**src/pkg/timer_pkg.sv**
```systemverilog
// constants, field layout and carrier types for the 16-bit timer
// Contract
// - The counter advances only while count_run_enable (bit 0) is set.
// - With count_source_select clear it counts once per instruction cycle.
// - With count_source_select set it counts rising edges of the pin or osc.
// - External inputs always pass the two-stage synchroniser; external_sync_bypass skips the extra edge stage and, in counter mode, blocks special events.
// - Bits 5-4 pick a prescale of 1, 2, 4 or 8 on the chosen source.
// - Bit 3 turns the low-power oscillator amplifier on, clear shuts it off.
// - Bit 6 reads 1 while the system clock comes from the low-power osc.
// - Bit 7 selects atomic 16-bit access instead of two byte accesses.
// - In wide mode a low-byte read copies the live high byte to a buffer.
// - In wide mode high writes fill the buffer and low writes load both.
// - Low-byte writes clear the prescaler; high-byte writes never do.
// - While enabled both pins are forced to inputs and port reads give 0.
// - The low-power oscillator keeps running in every power mode if enabled.
// - The counter wraps from ffff to 0000 and each wrap latches overflow unless a counter write lands in the same cycle.
// - A counter write beats a special-event reset, which never flags.
package timer_pkg;
  // register byte addresses
  localparam logic [7:0] ADDR_CTRL  = 8'h00;
  localparam logic [7:0] ADDR_LOW   = 8'h04;
  localparam logic [7:0] ADDR_HIGH  = 8'h08;
  localparam logic [7:0] ADDR_STAT  = 8'h0c;
  localparam logic [7:0] ADDR_MASK  = 8'h10;
  // field positions
  localparam int BIT_SYSCLK = 6;
  localparam int BIT_OVF    = 0;
  // reset values
  localparam logic [7:0]  CTRL_RESET  = 8'h00;
  localparam logic [15:0] COUNT_RESET = 16'h0000;
  localparam logic [15:0] COUNT_TOP   = 16'hffff;
  // timing: clock is the oscillator, instruction cycle is a quarter of it
  localparam int CLK_MHZ      = 100;
  localparam int INSTR_DIV    = 4;
  localparam logic [1:0] QTR_LAST = 2'(INSTR_DIV - 1);

  // control register layout, msb first
  typedef struct packed {
    logic       wide_access_mode;
    logic       sysclk_from_lp_osc;
    logic [1:0] input_prescale_select;
    logic       low_power_osc_enable;
    logic       external_sync_bypass;
    logic       count_source_select;
    logic       count_run_enable;
  } timer_control_t;

  // pin group toward the port logic
  typedef struct packed {
    logic [1:0] out;
    logic [1:0] oe_n;
    logic [1:0] port_rd;
  } pin_group_t;
endpackage : timer_pkg

```
**src/design/timer_counter.sv**
```systemverilog
// 16-bit timer/counter with prescaler, wide access and wishbone registers
//
// Added by the designer: the Wishbone register port and the register offsets.
`timescale 1ns/1ps
`default_nettype none
module timer_counter (
  // clock and reset
  input  wire logic        clk_i,
  input  wire logic        rst_i,
  // wishbone slave
  input  wire logic        cyc_i,
  input  wire logic        stb_i,
  input  wire logic        we_i,
  input  wire logic [7:0]  adr_i,
  input  wire logic [3:0]  sel_i,
  input  wire logic [31:0] dat_i,
  output logic      [31:0] dat_o,
  output logic             ack_o,
  // pins: bit 0 count input, bit 1 osc input
  input  wire logic        external_count_input_i,
  input  wire logic        lp_osc_input_pin_i,
  input  wire logic        lp_osc_clk_i,
  input  wire logic [1:0]  port_c_direction_i,
  input  wire logic [1:0]  port_out_i,
  output timer_pkg::pin_group_t pins_o,
  // system side
  input  wire logic        sysclk_from_lp_osc_i,
  input  wire logic        special_event_i,
  output logic             lp_osc_amp_en_o,
  output logic             irq_o
);

  // state
  timer_pkg::timer_control_t ctrl_q, ctrl_d;
  logic [15:0] count_q, count_d;
  logic [7:0]  hbuf_q, hbuf_d;
  logic [2:0]  psc_q, psc_d;
  logic [1:0]  qtr_q, qtr_d;
  logic        stat_q, stat_d;
  logic        mask_q, mask_d;
  logic        ack_q, ack_d;
  logic [31:0] rdat_q, rdat_d;
  logic [2:0]  sync1_q, sync2_q;
  logic        prev_q, edge_s_q;
  logic        amp_q;
  timer_pkg::pin_group_t pins_q, pins_d;

  // decode
  logic        req, wr, rd, wr_low, wr_high, rd_low, rd_stat;
  logic        qtr_tick, src_sel, edge_u, ext_edge, src_tick;
  logic        psc_tick, inc, sev_hit, cnt_wr, wrap;
  logic [2:0]  psc_last;

  // bus request decode, one access per ack
  always_comb begin
    req     = cyc_i && stb_i && !ack_q;
    wr      = req && we_i && sel_i[0];
    rd      = req && !we_i;
    wr_low  = wr && (adr_i == timer_pkg::ADDR_LOW);
    wr_high = wr && (adr_i == timer_pkg::ADDR_HIGH);
    rd_low  = rd && (adr_i == timer_pkg::ADDR_LOW);
    rd_stat = rd && (adr_i == timer_pkg::ADDR_STAT);
    cnt_wr  = wr_low || (wr_high && !ctrl_q.wide_access_mode);
  end

  // count source selection and prescaler tick
  always_comb begin
    qtr_tick = (qtr_q == timer_pkg::QTR_LAST);
    // oscillator output replaces the count pin when on
    src_sel  = ctrl_q.low_power_osc_enable ? sync2_q[2] : sync2_q[0];
    edge_u   = src_sel && !prev_q;
    // extra stage delays the edge by one clock
    ext_edge = ctrl_q.external_sync_bypass ? edge_u : edge_s_q;
    src_tick = ctrl_q.count_source_select ? ext_edge : qtr_tick;
    psc_last = 3'((4'h1 << ctrl_q.input_prescale_select) - 4'h1);
    psc_tick = src_tick && (psc_q == psc_last);
    inc      = ctrl_q.count_run_enable && psc_tick;
    wrap     = inc && (count_q == timer_pkg::COUNT_TOP);
    // special event only valid in timer or synchronous counter mode
    sev_hit  = special_event_i &&
               !(ctrl_q.count_source_select &&
                 ctrl_q.external_sync_bypass);
  end

  // next state of the counting logic
  always_comb begin
    qtr_d   = qtr_tick ? 2'h0 : 2'(qtr_q + 2'h1);
    psc_d   = psc_q;
    count_d = count_q;
    hbuf_d  = hbuf_q;
    if (ctrl_q.count_run_enable && src_tick) begin
      psc_d = psc_tick ? 3'h0 : 3'(psc_q + 3'h1);
    end
    if (wr_low) begin
      psc_d = 3'h0;
    end
    if (inc) begin
      count_d = 16'(count_q + 16'h0001);
    end
    if (sev_hit) begin
      count_d = timer_pkg::COUNT_RESET;
    end
    // software write wins over increment and special event
    if (wr_low && ctrl_q.wide_access_mode) begin
      count_d = {hbuf_q, dat_i[7:0]};
    end else if (wr_low) begin
      count_d[7:0] = dat_i[7:0];
    end
    if (wr_high && ctrl_q.wide_access_mode) begin
      hbuf_d = dat_i[7:0];
    end else if (wr_high) begin
      count_d[15:8] = dat_i[7:0];
    end
    if (rd_low && ctrl_q.wide_access_mode) begin
      hbuf_d = count_q[15:8];
    end
  end

  // next state of registers, flags and read data
  always_comb begin
    ctrl_d = ctrl_q;
    mask_d = mask_q;
    stat_d = stat_q;
    ack_d  = req;
    rdat_d = 32'h0000_0000;
    if (wr && (adr_i == timer_pkg::ADDR_CTRL)) begin
      ctrl_d = dat_i[7:0];
      ctrl_d.sysclk_from_lp_osc = 1'b0; // read-only bit
    end
    if (wr && (adr_i == timer_pkg::ADDR_MASK)) begin
      mask_d = dat_i[timer_pkg::BIT_OVF];
    end
    if (rd_stat) begin
      stat_d = 1'b0;
    end
    if (wrap && !cnt_wr) begin
      stat_d = 1'b1; // set beats read clear
    end
    if (rd) begin
      if (adr_i == timer_pkg::ADDR_CTRL) begin
        rdat_d[7:0] = ctrl_q;
        rdat_d[timer_pkg::BIT_SYSCLK] = sysclk_from_lp_osc_i;
      end else if (adr_i == timer_pkg::ADDR_LOW) begin
        rdat_d[7:0] = count_q[7:0];
      end else if (adr_i == timer_pkg::ADDR_HIGH) begin
        rdat_d[7:0] = ctrl_q.wide_access_mode ? hbuf_q : count_q[15:8];
      end else if (adr_i == timer_pkg::ADDR_STAT) begin
        rdat_d[timer_pkg::BIT_OVF] = stat_q;
      end else if (adr_i == timer_pkg::ADDR_MASK) begin
        rdat_d[timer_pkg::BIT_OVF] = mask_q;
      end
    end
  end

  // pin control: enabled block takes both pins as inputs
  always_comb begin
    pins_d.out = port_out_i;
    if (ctrl_q.count_run_enable) begin
      pins_d.oe_n    = 2'b11;
      pins_d.port_rd = 2'b00;
    end else begin
      pins_d.oe_n    = port_c_direction_i;
      pins_d.port_rd = sync2_q[1:0];
    end
  end

  // synchroniser, second stage feeds all logic
  always_ff @(posedge clk_i) begin
    if (rst_i) begin
      sync1_q  <= 3'h0;
      sync2_q  <= 3'h0;
      prev_q   <= 1'b0;
      edge_s_q <= 1'b0;
    end else begin
      sync1_q  <= {lp_osc_clk_i, lp_osc_input_pin_i,
                   external_count_input_i};
      sync2_q  <= sync1_q;
      prev_q   <= src_sel;
      edge_s_q <= edge_u;
    end
  end

  // register all state except the synchroniser and edge stages
  always_ff @(posedge clk_i) begin
    if (rst_i) begin
      ctrl_q  <= timer_pkg::CTRL_RESET;
      count_q <= timer_pkg::COUNT_RESET;
      hbuf_q  <= 8'h00;
      psc_q   <= 3'h0;
      qtr_q   <= 2'h0;
      stat_q  <= 1'b0;
      mask_q  <= 1'b0;
      ack_q   <= 1'b0;
      rdat_q  <= 32'h0000_0000;
      amp_q   <= 1'b0;
      pins_q  <= '{out: 2'b00, oe_n: 2'b11, port_rd: 2'b00};
    end else begin
      ctrl_q  <= ctrl_d;
      count_q <= count_d;
      hbuf_q  <= hbuf_d;
      psc_q   <= psc_d;
      qtr_q   <= qtr_d;
      stat_q  <= stat_d;
      mask_q  <= mask_d;
      ack_q   <= ack_d;
      rdat_q  <= rdat_d;
      // amplifier follows the enable only, no power-mode gating
      amp_q   <= ctrl_d.low_power_osc_enable;
      pins_q  <= pins_d;
    end
  end

  // outputs
  assign dat_o           = rdat_q;
  assign ack_o           = ack_q;
  assign pins_o          = pins_q;
  assign lp_osc_amp_en_o = amp_q;
  assign irq_o           = stat_q && mask_q;
endmodule // timer_counter
`default_nettype wire

```
**config.mk**
```make
export PLATFORM = sky130hd
export DESIGN_NAME = timer_counter
export DESIGN_NICKNAME = d
export VERILOG_FILES = /design/src/pkg/timer_pkg.sv /design/src/design/timer_counter.sv
export SDC_FILE = /design/constraint.sdc
export NUM_CORES = 1
export LEC_CHECK = 0
export BUFFER_PORTS_ARGS = -buffer_cell sky130_fd_sc_hd__buf_4
export CORE_ASPECT_RATIO = 0.75
export CORE_MARGIN = 1
export CORE_UTILIZATION = 47
export DETAILED_ROUTE_END_ITERATION = 6
export GPL_TIMING_DRIVEN = 0
export PLACE_DENSITY = 0.75
export SYNTH_ARGS = -nofsm -noshare
export SYNTH_HDL_FRONTEND = slang
export SYNTH_SLANG_ARGS = --single-unit
```
**constraint.sdc**
```tcl
create_clock -name clk_i -period 2.5 [get_ports clk_i]
set_input_delay 0.5 -clock clk_i [delete_from_list [all_inputs] [get_ports clk_i]]
set_output_delay 0.5 -clock clk_i [all_outputs]
set_load 0.1 [all_outputs]
```
Word level (Yosys, flattened, before mapping)

Index checks and enable logic that the tools add are counted.

Register bits: 85
Input bits: 58
Output and inout bits: 41
Logic and storage cells: 98

Add/sub/neg operators: 4
Equality and inequality tests: 7
Shifts and indexed selects: 1
Multiplexer cells: 23
Bitwise operators: 1
Reduce and logical (&&, ||, !) cells: 39

Operators by type and width:

| cell                                                               | count |
|---|---|
| 8-bit two-way mux                                                  | 10 |
| 16-bit two-way mux                                                 | 2 |
| 1-bit logical AND                                                  | 24 |
| 16-bit by 1-bit adder with 16-bit output, second input constant    | 1 |
| 16-bit == test, second input constant                              | 1 |
| 8-bit by 4-bit == test with 1-bit output, second input constant    | 2 |
| 8-bit by 3-bit == test with 1-bit output, second input constant    | 1 |
| 8-bit by 5-bit == test with 1-bit output, second input constant    | 1 |
| 8-bit zero test                                                    | 1 |
| 1-bit two-way mux                                                  | 8 |
| 2-bit OR reduction                                                 | 4 |
| 7-bit two-way mux                                                  | 1 |
| 1-bit zero test                                                    | 6 |
| 4-bit two-way mux                                                  | 1 |
| 2-bit nonzero test                                                 | 2 |
| 4-bit nonzero test                                                 | 1 |
| 3-bit by 1-bit adder with 3-bit output, second input constant      | 1 |
| 3-bit == test                                                      | 1 |
| 3-bit two-way mux                                                  | 1 |
| 1-bit by 2-bit << shifter with 3-bit output, first input constant  | 1 |
| 3-bit by 1-bit subtractor with 3-bit output, second input constant | 1 |
| 2-bit by 1-bit adder with 2-bit output, second input constant      | 1 |
| 2-bit == test, second input constant                               | 1 |
| 1-bit logical OR                                                   | 1 |
| 1-bit NOT                                                          | 1 |

Logic depth before layout (Yosys ltp)

Depth after elaboration: 11
Mapped depth: 8
Mapped depth without buffers: 7

Worst setup path before layout

Ideal clock, no wire load.

Path kind: flip-flop to flip-flop
Start: register lp_osc_amp_en_o (netlist name)
End: register count_q[4]
Arrival time: 2493 ps
Data required time: 2431 ps
Setup slack: -62 ps
Cell stages (with the launch flop): 8
Buffers on the path: 1
Period minus slack after synthesis: 2562 ps
Path through: dfxtp_1 -> mux2i_1 -> o311a_1 -> a211oi_4 -> buf_6 -> nand4_1 -> xor2_1 -> o21ai_1

RTL lines:

| item                 | line                 | source |
|---|---|---|
| end signal, assigned | timer_counter.sv:187 | `count_q <= timer_pkg::COUNT_RESET;` |
| end signal, assigned | timer_counter.sv:199 | `count_q <= count_d;` |
| end, declared        | timer_counter.sv:35  | `logic [15:0] count_q, count_d;` |

Final worst setup path

Start: register ctrl_q[5] in the netlist's numbering
End: register count_q[8]

Cells in the longest elaborated chain, start to end: 10

Ends and longest elaborated chain:

| item                                          | line                 | source |
|---|---|---|
| start, declared                               | timer_counter.sv:34  | `timer_pkg::timer_control_t ctrl_q, ctrl_d;` |
| start signal, assigned                        | timer_counter.sv:186 | `ctrl_q <= timer_pkg::CTRL_RESET;` |
| start signal, assigned                        | timer_counter.sv:198 | `ctrl_q <= ctrl_d;` |
| 1-bit by 2-bit << shifter with 3-bit output * | timer_counter.sv:75  | `psc_last = 3'((4'h1 << ctrl_q.input_prescale_select) - 4'h1);` |
| 3-bit by 1-bit subtractor with 3-bit output * | timer_counter.sv:75  |  |
| 3-bit == test *                               | timer_counter.sv:76  | `psc_tick = src_tick && (psc_q == psc_last);` |
| 1-bit logical AND *                           | timer_counter.sv:76  |  |
| 1-bit logical AND *                           | timer_counter.sv:77  | `inc = ctrl_q.count_run_enable && psc_tick;` |
| 16-bit two-way mux *                          | timer_counter.sv:97  | `if (inc) begin` |
| 16-bit two-way mux *                          | timer_counter.sv:100 | `if (sev_hit) begin` |
| 8-bit two-way mux *                           | timer_counter.sv:104 | `if (wr_low && ctrl_q.wide_access_mode) begin` |
| 8-bit two-way mux                             | timer_counter.sv:111 | `end else if (wr_high) begin` |
| 8-bit two-way mux *                           | timer_counter.sv:109 | `if (wr_high && ctrl_q.wide_access_mode) begin` |

Every way passes the cells marked *; elsewhere a longest branch is shown, timed or not. The select of a mux whose other input is x is not followed.
A chain may end at the register's enable or synchronous reset.

==> flow_summary.json <==
{
  "cap_violations": 0,
  "cts_inserted_buffers": 9,
  "pre_cts_slack_ns": -0.410,
  "synth_area_leaders": "dfxtp_1 37%, mux2i_1 6.7%, buf_4 5.5%",
  "crit_family": "compound AO/OA/AOI/OAI gates",
  "final_core_util_pct": 62.7,
  "synth_seq_cells": 61,
  "syn_avg_cell_area_sq_um": 8.54,
  "cts_tree": "built",
  "cts_max_path_buffers": 2,
  "finClkSkew_ns": 0.0130,
  "first_global_vias": 2756,
  "design_area_sq_um": 4080,
  "p_total_mw": 2.44,
  "fmax_mhz": 417,
  "io_pins": 99,
  "multi_input_area_sq_um": 1870,
  "area_delta_synth_final_pct": 24.4,
  "n_fill_cell": 572,
  "tightest_slew_ns": 0.848,
  "synth_top_cell_area_share_pct": 37.2,
  "synth_area_sq_um": 3280,
  "synth_flop_cell": "dfxtp_1",
  "ys_types": 59,
  "yosysWarnings": 0,
  "status": "finished clean",
  "final_cell_mix": "70 x buf_4, 60 x dfxtp_1, 44 x nor2_1, 28 x nand2_1, 24 x conb_1",
  "die_y_um": 74.4,
  "maxSlewHeadroom_pct": 43.0,
  "cts.clk_slew.worst_paths_ns": 0.07,
  "ff2ff_setup_slack_ns": 0.10,
  "synth_edf_count": 0,
  "grt_overflow_total": 0,
  "layout_commonest_cell": "buf_4",
  "leakage_nw": 1.59,
  "drt_iter0_drc": 290,
  "crit_fanout": 10,
  "grt_max_degree": 11,
  "rsz0062_at_grt": "true",
  "cp_data_arrival_time_ns": 2.64,
  "start_util_pct": 50.4,
  "crit_path_cell_trace": "or4_1 -> a21o_1 -> a211oi_4 -> and4b_1 -> a211oi_2 -> a211oi_1",
  "cts_sinks": 61,
  "clk-insertion-delay-late_ns": 0.34,
  "layout.nets": 525,
  "finalHoldViolations": 0,
  "fin_crit_sh_pct": 95.9,
  "placed_cells": 534,
  "totalWireLength_um": 9300,
  "die_w_um": 98.5,
  "num_rows": 25,
  "fin_cells": 549,
  "io_buffer_count": 46,
  "drcViolationCount": 0,
  "crit_slowest_cell": "a211oi_4",
  "routedWlPerCell_um": 16.9,
  "cp-start-kind": "flip-flop",
  "grt_pass1_wl_um": 14600,
  "timing.rr.start": "ctrl_q[5]",
  "core_sq_um": 6510,
  "syn_inst": 384,
  "cp-startpoint": "ctrl_q[5]",
  "setup_viol_count_final": 0,
  "hp-start": "port_c_direction_i[0]",
  "ir_worst_vdd_mv": 0.357,
  "viasPerCell": 5.74,
  "die-area_sq_um": 7320,
  "cp-end-kind": "flip-flop",
  "power_density_nw_per_um2": 599,
  "antenna_found_initial": 1,
  "seq_area_frac_synth_pct": 37.2,
  "drive_gt1_share_pct": 23.1,
  "diodes": 0,
  "place.gp.congestion": 0.913,
  "period_minus_slack_ns": 2.40,
  "postPlaceCellArea_sq_um": 3810,
  "synth_top_area_cell": "dfxtp_1",
  "seq_area_sq_um": 1220,
  "finalSetupTns_ns": 0,
  "cp_slowest_stage_delay_ns": 0.52,
  "critPathKind": "reg2reg",
  "root_buffer": "clkbuf_8",
  "ys_async_sr_fraction_pct": 0,
  "vias": 3150,
  "ant_nets": 0,
  "hpwl_um": 6890,
  "hold_ws_ns": 0.342,
  "track_usage_pct": 26.4,
  "hold_path_class": "in2reg",
  "htreeDepth": 3,
  "crit_buf_inv": 0,
  "setup_ws_ns": 0.103,
  "drt_first_pass_iters": 7,
  "critPathRequiredTime_ns": 2.74,
  "postCtsHoldBufs": 0,
  "slew_viol_final": 0
}
==> power breakdown <==
group | switching (mW) | internal, mW | total, mW | leakage (nW)
Sequential | 0.00451 | 0.986 | 0.991 | 0.495
Clock | 0.382 | 0.710 | 1.09 | 0.125
Combinational | 0.274 | 0.0880 | 0.362 | 0.970
==> sequential cells by signal, summed over array words and instances, names as in the netlist <==
register,count
lp_osc_amp_en_o,1
sync2_q,3
dat_o,8
prev_q,1
ctrl_q,6
ack_o,1
pins_o,6
edge_s_q,1
count_q,16
hbuf_q,8
qtr_q,2
mask_q,1
stat_q,1
sync1_q,3
psc_q,3
==> metal layers <==
metal	part of all wire, %	global-route usage, %	up-vias	wire length [um]
li1	-	-	1510	-
met1	45	37.3	1455	4200
met2	43	38.8	166	4030
met3	10	7.24	17	930
met4	1.4	9.12	2	130
met5	0.14	0	-	13
==> cells by family after synthesis <==
kind of cell / after synthesis / synth area share, %
compound gates: 71 / 15.5
xor+xnor: 7 / 1.87
fa+ha+maj: 3 / 1.14
buf+inv: 48 / 8.85
flops: 61 / 37.2
mux: 23 / 7.06
other cells: 1 / 0.114
simple gates: 170 / 28.2
==> cells in the mapped netlist (6+ instances only) <==
library cell / n
buf_4: 24
a21oi_1: 14
nor2_1: 44
mux2i_1: 22
nand2_1: 29
and2_1: 6
nor3_1: 14
a211oi_1: 12
xor2_1: 6
nand3_1: 9
o21ai_0: 9
nor2b_1: 10
dfxtp_1: 61
clkbuf_1: 13
nand4_1: 7
and3_1: 10
==> worst register-to-register path: cells and delay by family, from the launching register on <==
| kind | cells | cell delay (ns) |
|---|---|---|
| AO/OA/AOI/OAI | 4 | 1.12 |
| AND/OR/NAND/NOR | 2 | 0.82 |
| flip-flops | 1 | 0.36 |
==> layout make-up <==
| class | instances | share of cell area (%) |
|---|---|---|
| inverters | 4 | 0.368 |
| clock inverters | 4 | 2.33 |
| plain buffers | 44 | 6.75 |
| repair buffers | 46 | 8.46 |
| well taps | 81 | 2.48 |
| flip-flops and latches | 61 | 30.0 |
| multi-input cells | 298 | 45.9 |
| clock buffers | 11 | 3.71 |
==> repair_timing <==
action                                  4_1_cts  5_1_grt
gates cloned                                  0        0
endpoints found under the setup margin        5        4
hold endpoints to repair                      0        0
buffers inserted                              0        0
gates resized for setup                       1        3
==> path summary, 6_finish.rpt <==
path | endpoint | cells past startpoint
max | count_q[8] | 6
min | pins_o[2] | 2
max reg2reg | count_q[8] | 6
min reg2reg | edge_s_q | 1
Power figures use the tool's default switching activity.
